==> src/fptr_pkg.sv <==
// Shared constants for the flash parameter table readout pair.
// Assumes both ends run on one clock (pclk) and one reset (presetn).
package fptr_pkg;
  // Link opcodes, one byte each
  localparam logic [7:0] OP_RD_TABLE = 8'h5a; // Parameter table byte read
  localparam logic [7:0] OP_WREN = 8'h06; // Non-volatile write enable
  localparam logic [7:0] OP_VWREN = 8'h50; // Volatile status write enable
  localparam logic [7:0] OP_WRSR1 = 8'h01; // Write status register 1
  localparam logic [7:0] OP_RDSR1 = 8'h05; // Read status register 1
  localparam logic [7:0] OP_RST_EN = 8'h66; // Reset enable
  localparam logic [7:0] OP_RST = 8'h99; // Reset
  localparam logic [7:0] OP_EN4B = 8'hb7; // Enter 4-byte addressing
  localparam logic [7:0] OP_EX4B = 8'he9; // Exit 4-byte addressing
  localparam logic [7:0] OP_WR_EXT = 8'hc5; // Write extended address
  localparam logic [7:0] OP_RD_EXT = 8'hc8; // Read extended address
  localparam logic [7:0] OP_QREAD = 8'heb; // Quad read, arg is mode byte
  localparam logic [7:0] OP_MODE_RST = 8'hff; // All ones on data lines
  localparam logic [7:0] OP_QPI_QE = 8'h38; // Quad entry needing enable
  localparam logic [7:0] OP_QPI_DIR = 8'h35; // Quad entry, no enable
  localparam logic [7:0] OP_RD_STATE = 8'h3f; // Read device mode flags
  // Mode byte values
  localparam logic [7:0] MODE_ENTER = 8'ha5;
  localparam logic [3:0] MODE_NIB = 4'ha;
  localparam logic [7:0] MODE_EXIT = 8'h00;
  // Clocks of all ones needed to leave continuous mode
  localparam logic [7:0] EXIT_CLK_3B = 8'h08;
  localparam logic [7:0] EXIT_CLK_4B = 8'h0a;
  // Quad enable position in status register 1, reset values
  localparam int QE_POS = 6;
  localparam logic [7:0] SR1_RST = 8'h00;
  localparam logic [7:0] EXT_RST = 8'h00;
  localparam logic [7:0] BYTE_ZERO = 8'h00;
  // Parameter table byte addresses and contents
  localparam logic [7:0] PT_A68 = 8'h68;
  localparam logic [7:0] PT_A69 = 8'h69;
  localparam logic [7:0] PT_A6A = 8'h6a;
  localparam logic [7:0] PT_A6B = 8'h6b;
  localparam logic [7:0] PT_A6C = 8'h6c;
  localparam logic [7:0] PT_A6D = 8'h6d;
  localparam logic [7:0] PT_A6E = 8'h6e;
  localparam logic [7:0] PT_A6F = 8'h6f;
  localparam logic [7:0] PT_AC0 = 8'hc0;
  localparam logic [7:0] PT_AC1 = 8'hc1;
  localparam logic [7:0] PT_AC2 = 8'hc2;
  localparam logic [7:0] PT_AC3 = 8'hc3;
  localparam logic [7:0] PT_D68 = 8'h19; // 4-4-4 exit 1001b, enable 0001b
  localparam logic [7:0] PT_D69 = 8'hf5; // Exit 111101b, bit 8 set
  localparam logic [7:0] PT_D6A = 8'h4d; // Bit 23 0, field 100b, entry 1101b
  localparam logic [7:0] PT_D6B = 8'hff;
  localparam logic [7:0] PT_D6C = 8'he9; // Bit 7 1, field 1101001b
  localparam logic [7:0] PT_D6D = 8'h10; // Soft reset 010000b, exit 00b
  localparam logic [7:0] PT_D6E = 8'hc0;
  localparam logic [7:0] PT_D6F = 8'h80;
  localparam logic [7:0] PT_DC0 = 8'h00;
  localparam logic [7:0] PT_DC1 = 8'h00;
  localparam logic [7:0] PT_DC2 = 8'hf0;
  localparam logic [7:0] PT_DC3 = 8'hff;
  localparam logic [7:0] PT_DFILL = 8'hff; // Bytes outside this table
  // Host APB map and fields
  localparam logic [7:0] REG_CTRL = 8'h00;
  localparam logic [7:0] REG_STAT = 8'h04;
  localparam int CTRL_OP_LSB = 0;
  localparam int CTRL_ARG_LSB = 8;
  localparam int CTRL_SEQ_RST = 16;
  localparam int CTRL_SEQ_EXIT = 17;
  localparam int STAT_BUSY = 0;
  localparam int STAT_ADDR4 = 1;
  localparam int STAT_DATA_LSB = 8;
  localparam logic [31:0] APB_ZERO = 32'h0000_0000;
endpackage

==> src/fptr_link_if.sv <==
// Link between the flash parameter host and the flash device.
// Assumes both ends share pclk; the bench joins the two modports.
`timescale 1ns/1ps
interface fptr_link_if;
  logic req; // One-cycle command pulse
  logic [7:0] op; // Opcode
  logic [7:0] arg; // Address, mode byte or data
  logic ack; // One-cycle answer pulse
  logic [7:0] rdata; // Answer byte, valid with ack
  modport dev (input req, input op, input arg, output ack, output rdata);
  modport host (output req, output op, output arg, input ack, input rdata);
endinterface

==> src/fptr_flash_dev.sv <==
// Flash device end: parameter table readout plus the mode state
// that the table describes.
// Assumes the host pulses req for one cycle and waits for ack.
`timescale 1ns/1ps
module fptr_flash_dev
  import fptr_pkg::*;
(
  input wire logic pclk,
  input wire logic presetn,
  fptr_link_if.dev lnk,
  output logic addr4_mode,
  output logic cont_mode,
  output logic quad_mode,
  output logic quad_enable,
  output logic [7:0] ext_addr
);
  // Answer path
  logic ack_ff;
  logic [7:0] rdata_ff;
  logic [7:0] nxt_rdata;
  // Write enable latches
  logic wel_ff;
  logic vwe_ff;
  logic nxt_wel;
  logic nxt_vwe;
  // Status register 1 copies
  logic [7:0] nv_sr1_ff;
  logic [7:0] v_sr1_ff;
  logic vact_ff;
  logic [7:0] nxt_nv_sr1;
  logic [7:0] nxt_v_sr1;
  logic nxt_vact;
  // Reset enable arming
  logic rst_en_ff;
  logic nxt_rst_en;
  // Addressing state
  logic addr4_ff;
  logic [7:0] ext_ff;
  logic nxt_addr4;
  logic [7:0] nxt_ext;
  // Read modes
  logic cont_ff;
  logic qpi_ff;
  logic qe_out_ff;
  logic nxt_cont;
  logic nxt_qpi;
  // Decoded commands, each qualified by req
  wire go = lnk.req;
  wire c_table = go && (lnk.op == OP_RD_TABLE);
  wire c_wren = go && (lnk.op == OP_WREN);
  wire c_vwren = go && (lnk.op == OP_VWREN);
  wire c_wrsr1 = go && (lnk.op == OP_WRSR1);
  wire c_rdsr1 = go && (lnk.op == OP_RDSR1);
  wire c_rst_en = go && (lnk.op == OP_RST_EN);
  wire c_rst = go && (lnk.op == OP_RST);
  wire c_en4b = go && (lnk.op == OP_EN4B);
  wire c_ex4b = go && (lnk.op == OP_EX4B);
  wire c_wr_ext = go && (lnk.op == OP_WR_EXT);
  wire c_rd_ext = go && (lnk.op == OP_RD_EXT);
  wire c_qread = go && (lnk.op == OP_QREAD);
  wire c_mrst = go && (lnk.op == OP_MODE_RST);
  wire c_qpi_qe = go && (lnk.op == OP_QPI_QE);
  wire c_qpi_dir = go && (lnk.op == OP_QPI_DIR);
  wire c_state = go && (lnk.op == OP_RD_STATE);
  // Soft reset fires only right after an armed reset enable
  wire soft_rst = c_rst && rst_en_ff;
  // Active status register: volatile copy wins once activated
  wire [7:0] sr1_eff = vact_ff ? v_sr1_ff : nv_sr1_ff;
  wire qe = sr1_eff[QE_POS];
  // Exit clock count depends on the address width in use
  wire [7:0] exit_need = addr4_ff ? EXIT_CLK_4B : EXIT_CLK_3B;
  // Mode byte with upper nibble Axh keeps continuous mode on
  wire mode_keep = (lnk.arg[7:4] == MODE_NIB);
  // Table lookup; a constant, so no command can alter it
  logic [7:0] table_byte;
  fptr_table_rom u_rom
  (
    .addr (lnk.arg),
    .data (table_byte)
  );
  // Mode flags packed for the state read
  wire [7:0] state_byte = {qpi_ff, cont_ff, addr4_ff, vact_ff,
                           vwe_ff, wel_ff, rst_en_ff, qe};
  // Answer byte selection; others answer zero
  assign nxt_rdata = c_table ? table_byte :
                     c_rdsr1 ? sr1_eff :
                     c_rd_ext ? ext_ff :
                     c_state ? state_byte : BYTE_ZERO;
  // Enables clear after a status write or a soft reset
  assign nxt_wel = c_wren ? 1'b1 :
                   (c_wrsr1 || soft_rst) ? 1'b0 : wel_ff;
  assign nxt_vwe = c_vwren ? 1'b1 :
                   (c_wrsr1 || soft_rst) ? 1'b0 : vwe_ff;
  // Volatile write takes priority over the non-volatile one
  assign nxt_v_sr1 = (c_wrsr1 && vwe_ff) ? lnk.arg :
                     soft_rst ? SR1_RST : v_sr1_ff;
  assign nxt_vact = (c_wrsr1 && vwe_ff) ? 1'b1 :
                    soft_rst ? 1'b0 : vact_ff;
  // Non-volatile copy survives soft reset
  assign nxt_nv_sr1 = (c_wrsr1 && !vwe_ff && wel_ff) ? lnk.arg :
                      nv_sr1_ff;
  // Any command other than reset enable disarms the reset
  assign nxt_rst_en = go ? c_rst_en : rst_en_ff;
  // 4-byte entry and exit need no write enable
  assign nxt_addr4 = c_en4b ? 1'b1 :
                     (c_ex4b || soft_rst) ? 1'b0 :
                     addr4_ff;
  // Extended address register, lowest segment after reset
  assign nxt_ext = c_wr_ext ? lnk.arg :
                   soft_rst ? EXT_RST : ext_ff;
  // Continuous mode: only entered while quad enable is set
  assign nxt_cont = c_qread ? (qe && mode_keep) :
                    (c_mrst && (lnk.arg >= exit_need)) ? 1'b0 :
                    soft_rst ? 1'b0 : cont_ff;
  // Quad entry: 38h needs the enable bit, 35h does not
  assign nxt_qpi = (c_qpi_qe && qe) ? 1'b1 :
                   c_qpi_dir ? 1'b1 :
                   soft_rst ? 1'b0 : qpi_ff;
  // Answer one cycle after each request
  always_ff @(posedge pclk or negedge presetn)
  begin
    if (!presetn)
    begin
      ack_ff <= 1'b0;
      rdata_ff <= BYTE_ZERO;
    end
    else
    begin
      ack_ff <= go;
      rdata_ff <= nxt_rdata;
    end
  end
  // Write enables and reset arming
  always_ff @(posedge pclk or negedge presetn)
  begin
    if (!presetn)
    begin
      wel_ff <= 1'b0;
      vwe_ff <= 1'b0;
      rst_en_ff <= 1'b0;
    end
    else
    begin
      wel_ff <= nxt_wel;
      vwe_ff <= nxt_vwe;
      rst_en_ff <= nxt_rst_en;
    end
  end
  // Status register copies; power-up uses the stored value
  always_ff @(posedge pclk or negedge presetn)
  begin
    if (!presetn)
    begin
      nv_sr1_ff <= SR1_RST;
      v_sr1_ff <= SR1_RST;
      vact_ff <= 1'b0;
    end
    else
    begin
      nv_sr1_ff <= nxt_nv_sr1;
      v_sr1_ff <= nxt_v_sr1;
      vact_ff <= nxt_vact;
    end
  end
  // Addressing state
  always_ff @(posedge pclk or negedge presetn)
  begin
    if (!presetn)
    begin
      addr4_ff <= 1'b0;
      ext_ff <= EXT_RST;
    end
    else
    begin
      addr4_ff <= nxt_addr4;
      ext_ff <= nxt_ext;
    end
  end
  // Read modes, plus a registered copy of quad enable
  always_ff @(posedge pclk or negedge presetn)
  begin
    if (!presetn)
    begin
      cont_ff <= 1'b0;
      qpi_ff <= 1'b0;
      qe_out_ff <= 1'b0;
    end
    else
    begin
      cont_ff <= nxt_cont;
      qpi_ff <= nxt_qpi;
      qe_out_ff <= nxt_vact ? nxt_v_sr1[QE_POS] : nxt_nv_sr1[QE_POS];
    end
  end
  // All outputs straight from flops
  assign lnk.ack = ack_ff;
  assign lnk.rdata = rdata_ff;
  assign addr4_mode = addr4_ff;
  assign cont_mode = cont_ff;
  assign quad_mode = qpi_ff;
  assign quad_enable = qe_out_ff;
  assign ext_addr = ext_ff;
endmodule

==> src/fptr_table_rom.sv <==
// Constant lookup of the parameter table bytes.
// Assumes a byte address from logic on the same clock.
`timescale 1ns/1ps
module fptr_table_rom
  import fptr_pkg::*;
(
  input wire logic [7:0] addr,
  output logic [7:0] data
);
  // Fixed contents; nothing can write them
  assign data = (addr == PT_A68) ? PT_D68 :
                (addr == PT_A69) ? PT_D69 :
                (addr == PT_A6A) ? PT_D6A :
                (addr == PT_A6B) ? PT_D6B :
                (addr == PT_A6C) ? PT_D6C :
                (addr == PT_A6D) ? PT_D6D :
                (addr == PT_A6E) ? PT_D6E :
                (addr == PT_A6F) ? PT_D6F :
                (addr == PT_AC0) ? PT_DC0 :
                (addr == PT_AC1) ? PT_DC1 :
                (addr == PT_AC2) ? PT_DC2 :
                (addr == PT_AC3) ? PT_DC3 : PT_DFILL;
endmodule

==> src/flat_wrapper.sv <==
// flat-port wrapper written by rule: the top's interface ports become plain ports
module fptr_flash_dev_flat import fptr_pkg::*;
  (pclk, presetn, addr4_mode, cont_mode, quad_mode, quad_enable, ext_addr, lnk_req, lnk_op, lnk_arg, lnk_ack, lnk_rdata);
  fptr_link_if lnk_i ();
  input wire logic pclk;
  input wire logic presetn;
  output logic addr4_mode;
  output logic cont_mode;
  output logic quad_mode;
  output logic quad_enable;
  output logic [7:0] ext_addr;
  input wire logic [$bits(lnk_i.req)-1:0] lnk_req;
  input wire logic [$bits(lnk_i.op)-1:0] lnk_op;
  input wire logic [$bits(lnk_i.arg)-1:0] lnk_arg;
  output wire logic [$bits(lnk_i.ack)-1:0] lnk_ack;
  output wire logic [$bits(lnk_i.rdata)-1:0] lnk_rdata;
  assign lnk_i.req = lnk_req;
  assign lnk_i.op = lnk_op;
  assign lnk_i.arg = lnk_arg;
  assign lnk_ack = lnk_i.ack;
  assign lnk_rdata = lnk_i.rdata;
  fptr_flash_dev u_core (.pclk(pclk), .presetn(presetn), .lnk(lnk_i), .addr4_mode(addr4_mode), .cont_mode(cont_mode), .quad_mode(quad_mode), .quad_enable(quad_enable), .ext_addr(ext_addr));
endmodule
==> config.mk <==
export PLATFORM = sky130hd
export DESIGN_NAME = fptr_flash_dev_flat
export DESIGN_NICKNAME = d
export VERILOG_FILES = /design/src/fptr_pkg.sv /design/src/fptr_link_if.sv /design/src/fptr_flash_dev.sv /design/src/fptr_table_rom.sv /design/src/flat_wrapper.sv
export SDC_FILE = /design/constraint.sdc
export NUM_CORES = 1
export LEC_CHECK = 0
export BUFFER_PORTS_ARGS = -buffer_cell sky130_fd_sc_hd__buf_2
export CAP_MARGIN = 20
export CORE_MARGIN = 8
export CORE_UTILIZATION = 35
export CTS_CLUSTER_SIZE = 8
export DETAILED_ROUTE_END_ITERATION = 6
export HOLD_SLACK_MARGIN = 0.06
export PLACE_DENSITY = 0.64
export SLEW_MARGIN = 20
export SYNTH_ARGS = -nofsm -noshare
export SYNTH_HDL_FRONTEND = slang
export SYNTH_SLANG_ARGS = --single-unit
==> constraint.sdc <==
create_clock -name pclk -period 1.9 [get_ports pclk]
set_input_delay 0.19 -clock pclk [delete_from_list [all_inputs] [get_ports pclk]]
set_output_delay 0.19 -clock pclk [all_outputs]
set_load 0.02 [all_outputs]
# ---- Yosys cells after proc, flatten, opt, wreduce, memory -nomap -nowiden
# Cells that the tools add are included.
dict set report op_classes {
  eq_ne 28
  n_mux 35
  n_lt_le_gt_ge 1
  reduce_logical 33
}
# op n
set op_table {}
lappend op_table {{$mux 8} 19}
lappend op_table {{$eq 8x7->1 const B} 11}
lappend op_table {{$eq 8x8->1 const B} 10}
lappend op_table {{$eq 8x6->1 const B} 3}
lappend op_table {{$logic_and 1x1->1} 23}
lappend op_table {{$eq 8x3->1 const B} 2}
lappend op_table {{$mux 1} 13}
lappend op_table {{$reduce_bool 2->1} 5}
lappend op_table {{$eq 8x1->1 const B} 1}
lappend op_table {{$ge 8x4->1} 1}
lappend op_table {{$mux 7} 1}
lappend op_table {{$reduce_bool 3->1} 2}
lappend op_table {{$eq 4x4->1 const B} 1}
lappend op_table {{$mux 4} 1}
lappend op_table {{$logic_or 1x1->1} 2}
lappend op_table {{$mux 2} 1}
lappend op_table {{$logic_not 1->1} 1}
dict set report totals {
  out_inout_bits 21
  reg_bits 41
  wordCells 112
}

# ---- Logic depth before layout (Yosys ltp)
dict set report logic_depth {
  word_depth 13
  ltp_mapped 7
}

# ---- By module
# A second synthesis with hierarchy kept.
dict set report hier_totals {
  cells_unflattened 250
  area_unflattened_um2 2368.5
}
# module cells_each seq_area_each_um2 instances area_per_inst_um2
set modules_own_cells {}
lappend modules_own_cells {fptr_flash_dev 212 1026.0 1 2143.3}
lappend modules_own_cells {fptr_table_rom 38 0.0 1 225.2}

# ---- Worst setup path before layout
# No wires, ideal clock.
dict set report synth_timing {
  path_kind {input to register}
  from {input lnk_arg[1]}
  to {register u_core.cont_ff (netlist: u_core.cont_mode)}
  path_buffers 1
  path_stages 7
  setup_slack_ns 0.337
  t_arrival_ns 1.428
  setup_time_ns 0.135
  t_required_ns 1.765
  path_cell_list {clkbuf_1 inv_1 ha_1 nor2b_1 o21ai_0 a2111oi_0 o31ai_1}
}
dict set report synth_between {
  elab_chain_cells 4
  word_cells_on_any_way 5
}
# element line
set synth_lines {}
lappend synth_lines {{from (decl)} flat_wrapper.sv:14} ;# input wire logic [$bits(lnk_i.arg)-1:0] lnk_arg;
lappend synth_lines {{$ge 8x4->1 (*)} fptr_flash_dev.sv:113} ;# (c_mrst && (lnk.arg >= exit_need)) ? 1'b0 :
lappend synth_lines {{$logic_and 1x1->1 (*)} fptr_flash_dev.sv:113}
lappend synth_lines {{$mux 1} fptr_flash_dev.sv:113}
lappend synth_lines {{$mux 1} fptr_flash_dev.sv:112} ;# assign nxt_cont = c_qread ? (qe && mode_keep) :
lappend synth_lines {{to (signal assigned)} fptr_flash_dev.sv:190} ;# cont_ff <= nxt_cont;
lappend synth_lines {{to (decl)} fptr_flash_dev.sv:42} ;# logic cont_ff;
# Mark *: on every way between the ends. The rest lies on a longest branch, timed or not.
# A chain may end at the register's enable or synchronous reset.

# ---- Final worst setup path
dict set report layout_timing {
  from {register u_core.addr4_ff (netlist: u_core.addr4_mode)}
  to {register u_core.cont_ff (netlist: u_core.cont_mode)}
}
dict set report layout_between {
  elab_chain_cells 5
  word_cells_on_any_way 6
}
# element line
set layout_lines {}
lappend layout_lines {{from (decl)} fptr_flash_dev.sv:37} ;# logic addr4_ff;
lappend layout_lines {{from (signal assigned)} fptr_flash_dev.sv:175} ;# addr4_ff <= nxt_addr4;
lappend layout_lines {{$mux 2 (*)} fptr_flash_dev.sv:71} ;# wire [7:0] exit_need = addr4_ff ? EXIT_CLK_4B : EXIT_CLK_3B;
lappend layout_lines {{$ge 8x4->1 (*)} fptr_flash_dev.sv:113}
lappend layout_lines {{$logic_and 1x1->1 (*)} fptr_flash_dev.sv:113}
lappend layout_lines {{$mux 1} fptr_flash_dev.sv:113}
lappend layout_lines {{$mux 1} fptr_flash_dev.sv:112}
# Marked as above.

==> run summary <==
- **most frequent cells in the layout** 41 x dfrtp_1, 39 x buf_2, 20 x nand2_1
- **I/O pin count** 40
- **Setup TNS Final** 0 ps
- **clock buffer depth** 2
- **total power of the final layout** 0.00171 W
- **total gr overflow** 0
- **most common library cell in the layout ignoring fill and taps** dfrtp_1
- **Detailed Route Iter0 Violations** 135
- **utilization after layout** 0.431
- **number of antenna violations at the first check in global routing** 0
- **Reg2Reg Capture Point** u_core.cont_mode
- **Routability Congestion** 0.874
- **number of levels the H-tree was split into** 2
- **static power due to leakage** 1.28 nW
- **worst r2r src** u_core.addr4_mode
- **cell taking the most area after synthesis** dfrtp_1
- **DRC violation count after routing** 0
- **effective utilization at floorplan** 0.362
- **Worst Skew** 10.5 ps
- **DR vias** 1934
- **core area** 6310 sq um
- **average via count per standard cell** 5.71
- **CTS tree** yes
- **crit end category** flip-flop
- **status** finished, final reports clean
- **maximum fanout encountered on the critical timing path** 4
- **max-slew violation count** 0
- **Detailed Routing Iterations Pass 1** 4
- **number of clock buffers inserted by TritonCTS** 5
- **Detailed Route WL** 6.22 mm
- **number of flops mapped to enable cells by yosys** 0
- **first-pass GRT wire length** 10.6 mm
- **Die Span Y** 96.8 um
- **post-synthesis average cell area** 10.6 sq um
- **Chip Width** 96.8 um
- **latest clock arrival within the worst-skew pair** 300 ps
- **total of max-cap violations** 0
- **setup repair after global routing missed its margin** no
- **IO Port Bufs** 39
- **Synth async-reset ratio** 1.00
- **data arrival time of the critical path** 1700 ps
- **Worst Setup Path Type** reg2reg
- **startpoint type of the worst setup path** flip-flop
- **wire length per cell** 18.3 um
- **reg-to-reg setup timing slack** 370 ps
- **total half-perimeter wirelength after legalization and detailed placement** 4.72 mm
- **number of clock sinks** 41
- **Final ANT Viol Nets** 0
- **post-route fraction of the period consumed by the critical path** 0.806
- **count of endpoints failing hold in the final timing report** 0
- **synthesized instance count** 215
- **Worst Setup Slack post-DPL** 204 ps
- **total setup violations reported at the end of the flow** 0
- **clock input transition at the sequential cells of the worst setup and hold paths** 70 ps
- **post-synthesis cell type count** 56
- **relative slew slack** 0.666
- **post-synthesis sequential area ratio** 0.449
- **pin count of the biggest net entering global routing** 22
- **area share of the leading cell type in the synthesized netlist** 0.449
- **Power Dens Cells** 629 nW/um^2
- **crit path capture** u_core.cont_mode
- **Hold Crit Class** in2reg
- **reg2reg path depth** 5
- **min cycle time layout** 1530 ps
- **first element of the critical path** u_core.addr4_mode
- **number of global-route vias before repair** 2022
- **root cell of the clock tree** clkbuf_8
- **Post-CTS Resized** 0
- **Fmax** 653 MHz
- **die outline area** 9360 sq um
- **setup slack of the critical path after layout** 369 ps
- **total nets after synthesis** 235
- **WP data required** 2070 ps
- **Area growth, synth to finish** 19.3%
- **top_reg_cell synth** dfrtp_1
- **Least-Margin Pin Slew** 497 ps
- **post-CTS setup repair buffer count** 0
- **number of inserted diodes** 0
- **count of state elements after synthesis** 41
- **share of cells above drive strength 1** 0.321
- **Layout Nets** 281
- **number of core rows** 29
- **yosys synthesis warning count** 0
- **number of buffers added to fix hold violations after cts** 1
- **cell area after synthesis** 2280 sq um
- **Worst VDD drop** 0.292 mV
- **Area contributors post-synth** dfrtp_1 45%, mux2_2 4.4%, mux2i_1 3.9%, a22o_1 3.5%, nand2_1 3.3%
- **total global-route track usage** 0.135
[final cells by class]
class                      instances  area [sq um]
fill                             626          3590
clock inverter                     2          13.8
inverter                           6          22.5
clock buffer                       6          82.6
sequential                        41          1030
timing repair buffer              49           298
multi-input combinational        158          1180
tap                               77          96.3
[stage by stage]
| step | hold WS, ps | area (sq um) | std cells |
|---|---|---|---|
| detailed placement | 183 | 2620 | 330 |
| finish | 97.3 | 2720 | 339 |
| global route | 94.2 | 2720 | 339 |
| CTS | 87.8 | 2720 | 339 |
| floorplan | -106 | 2280 | 215 |
| global placement | 184 | 2620 | 330 |
[cells in the mapped netlist (6+ instances only)]
cell type and instances:
dfrtp_1 41, inv_1 6, nand2_1 20, mux2i_1 9, nor3_1 6, a21o_2 7, a221oi_1 7, nand2b_1 6
o21ai_0 11, nor2_1 8, mux2_2 9, a22o_1 9
[layer usage]
metal | vias up | wire [um] | GRT usage
met2 | 56 | 3100 | 0.227
met4 | 0 | 100 | 0.0485
met5 | - | 0 | 0
li1 | 926 | - | -
met3 | 9 | 238 | 0.0270
met1 | 943 | 2770 | 0.167
[how the worst min path moves through the flow]
stage | from | end | slack, ps | cells after the start
floorplan | presetn | u_core.addr4_mode | -110 | 0
global placement | presetn | u_core.quad_mode | 180 | 1
detailed placement | presetn | u_core.addr4_mode | 180 | 1
CTS | lnk_req | u_core.lnk.ack | 90 | 1
global route | lnk_req | u_core.lnk.ack | 90 | 1
finish | lnk_req | u_core.lnk.ack | 100 | 1
[flip-flops by register name (all words and copies together), names as in the netlist]
name,cells
u_core.addr4_mode,1
u_core.cont_mode,1
u_core.ext_addr,8
u_core.lnk.ack,1
u_core.lnk.rdata,8
u_core.nv_sr1_ff,8
u_core.quad_enable,1
u_core.quad_mode,1
u_core.rst_en_ff,1
u_core.v_sr1_ff,8
u_core.vact_ff,1
u_core.vwe_ff,1
u_core.wel_ff,1
[worst max-delay path, stage by stage (launching register included)]
cell and delay, ps:
dfrtp_1 430, ha_1 280, nor2b_1 110, o21ai_0 80
a2111oi_0 370, o31ai_1 130
[report_power, final]
part	internal [W]	switching (W)	total [W]	leakage, nW
sequential	0.000891	0.0000188	0.000909	0.562
combinational	0.0000650	0.000123	0.000188	0.663
clock	0.000295	0.000320	0.000615	0.0512
total	0.00125	0.000463	0.00171	1.28
[kinds of logic after synthesis]
group | synth area share
buffers and inverters | 0.0318
AOI/OAI and AO/OA | 0.209
and+or+nand+nor | 0.220
muxes | 0.0838
DFF | 0.449
adders and majority gates | 0.00548
Power figures use the tool's default switching activity.
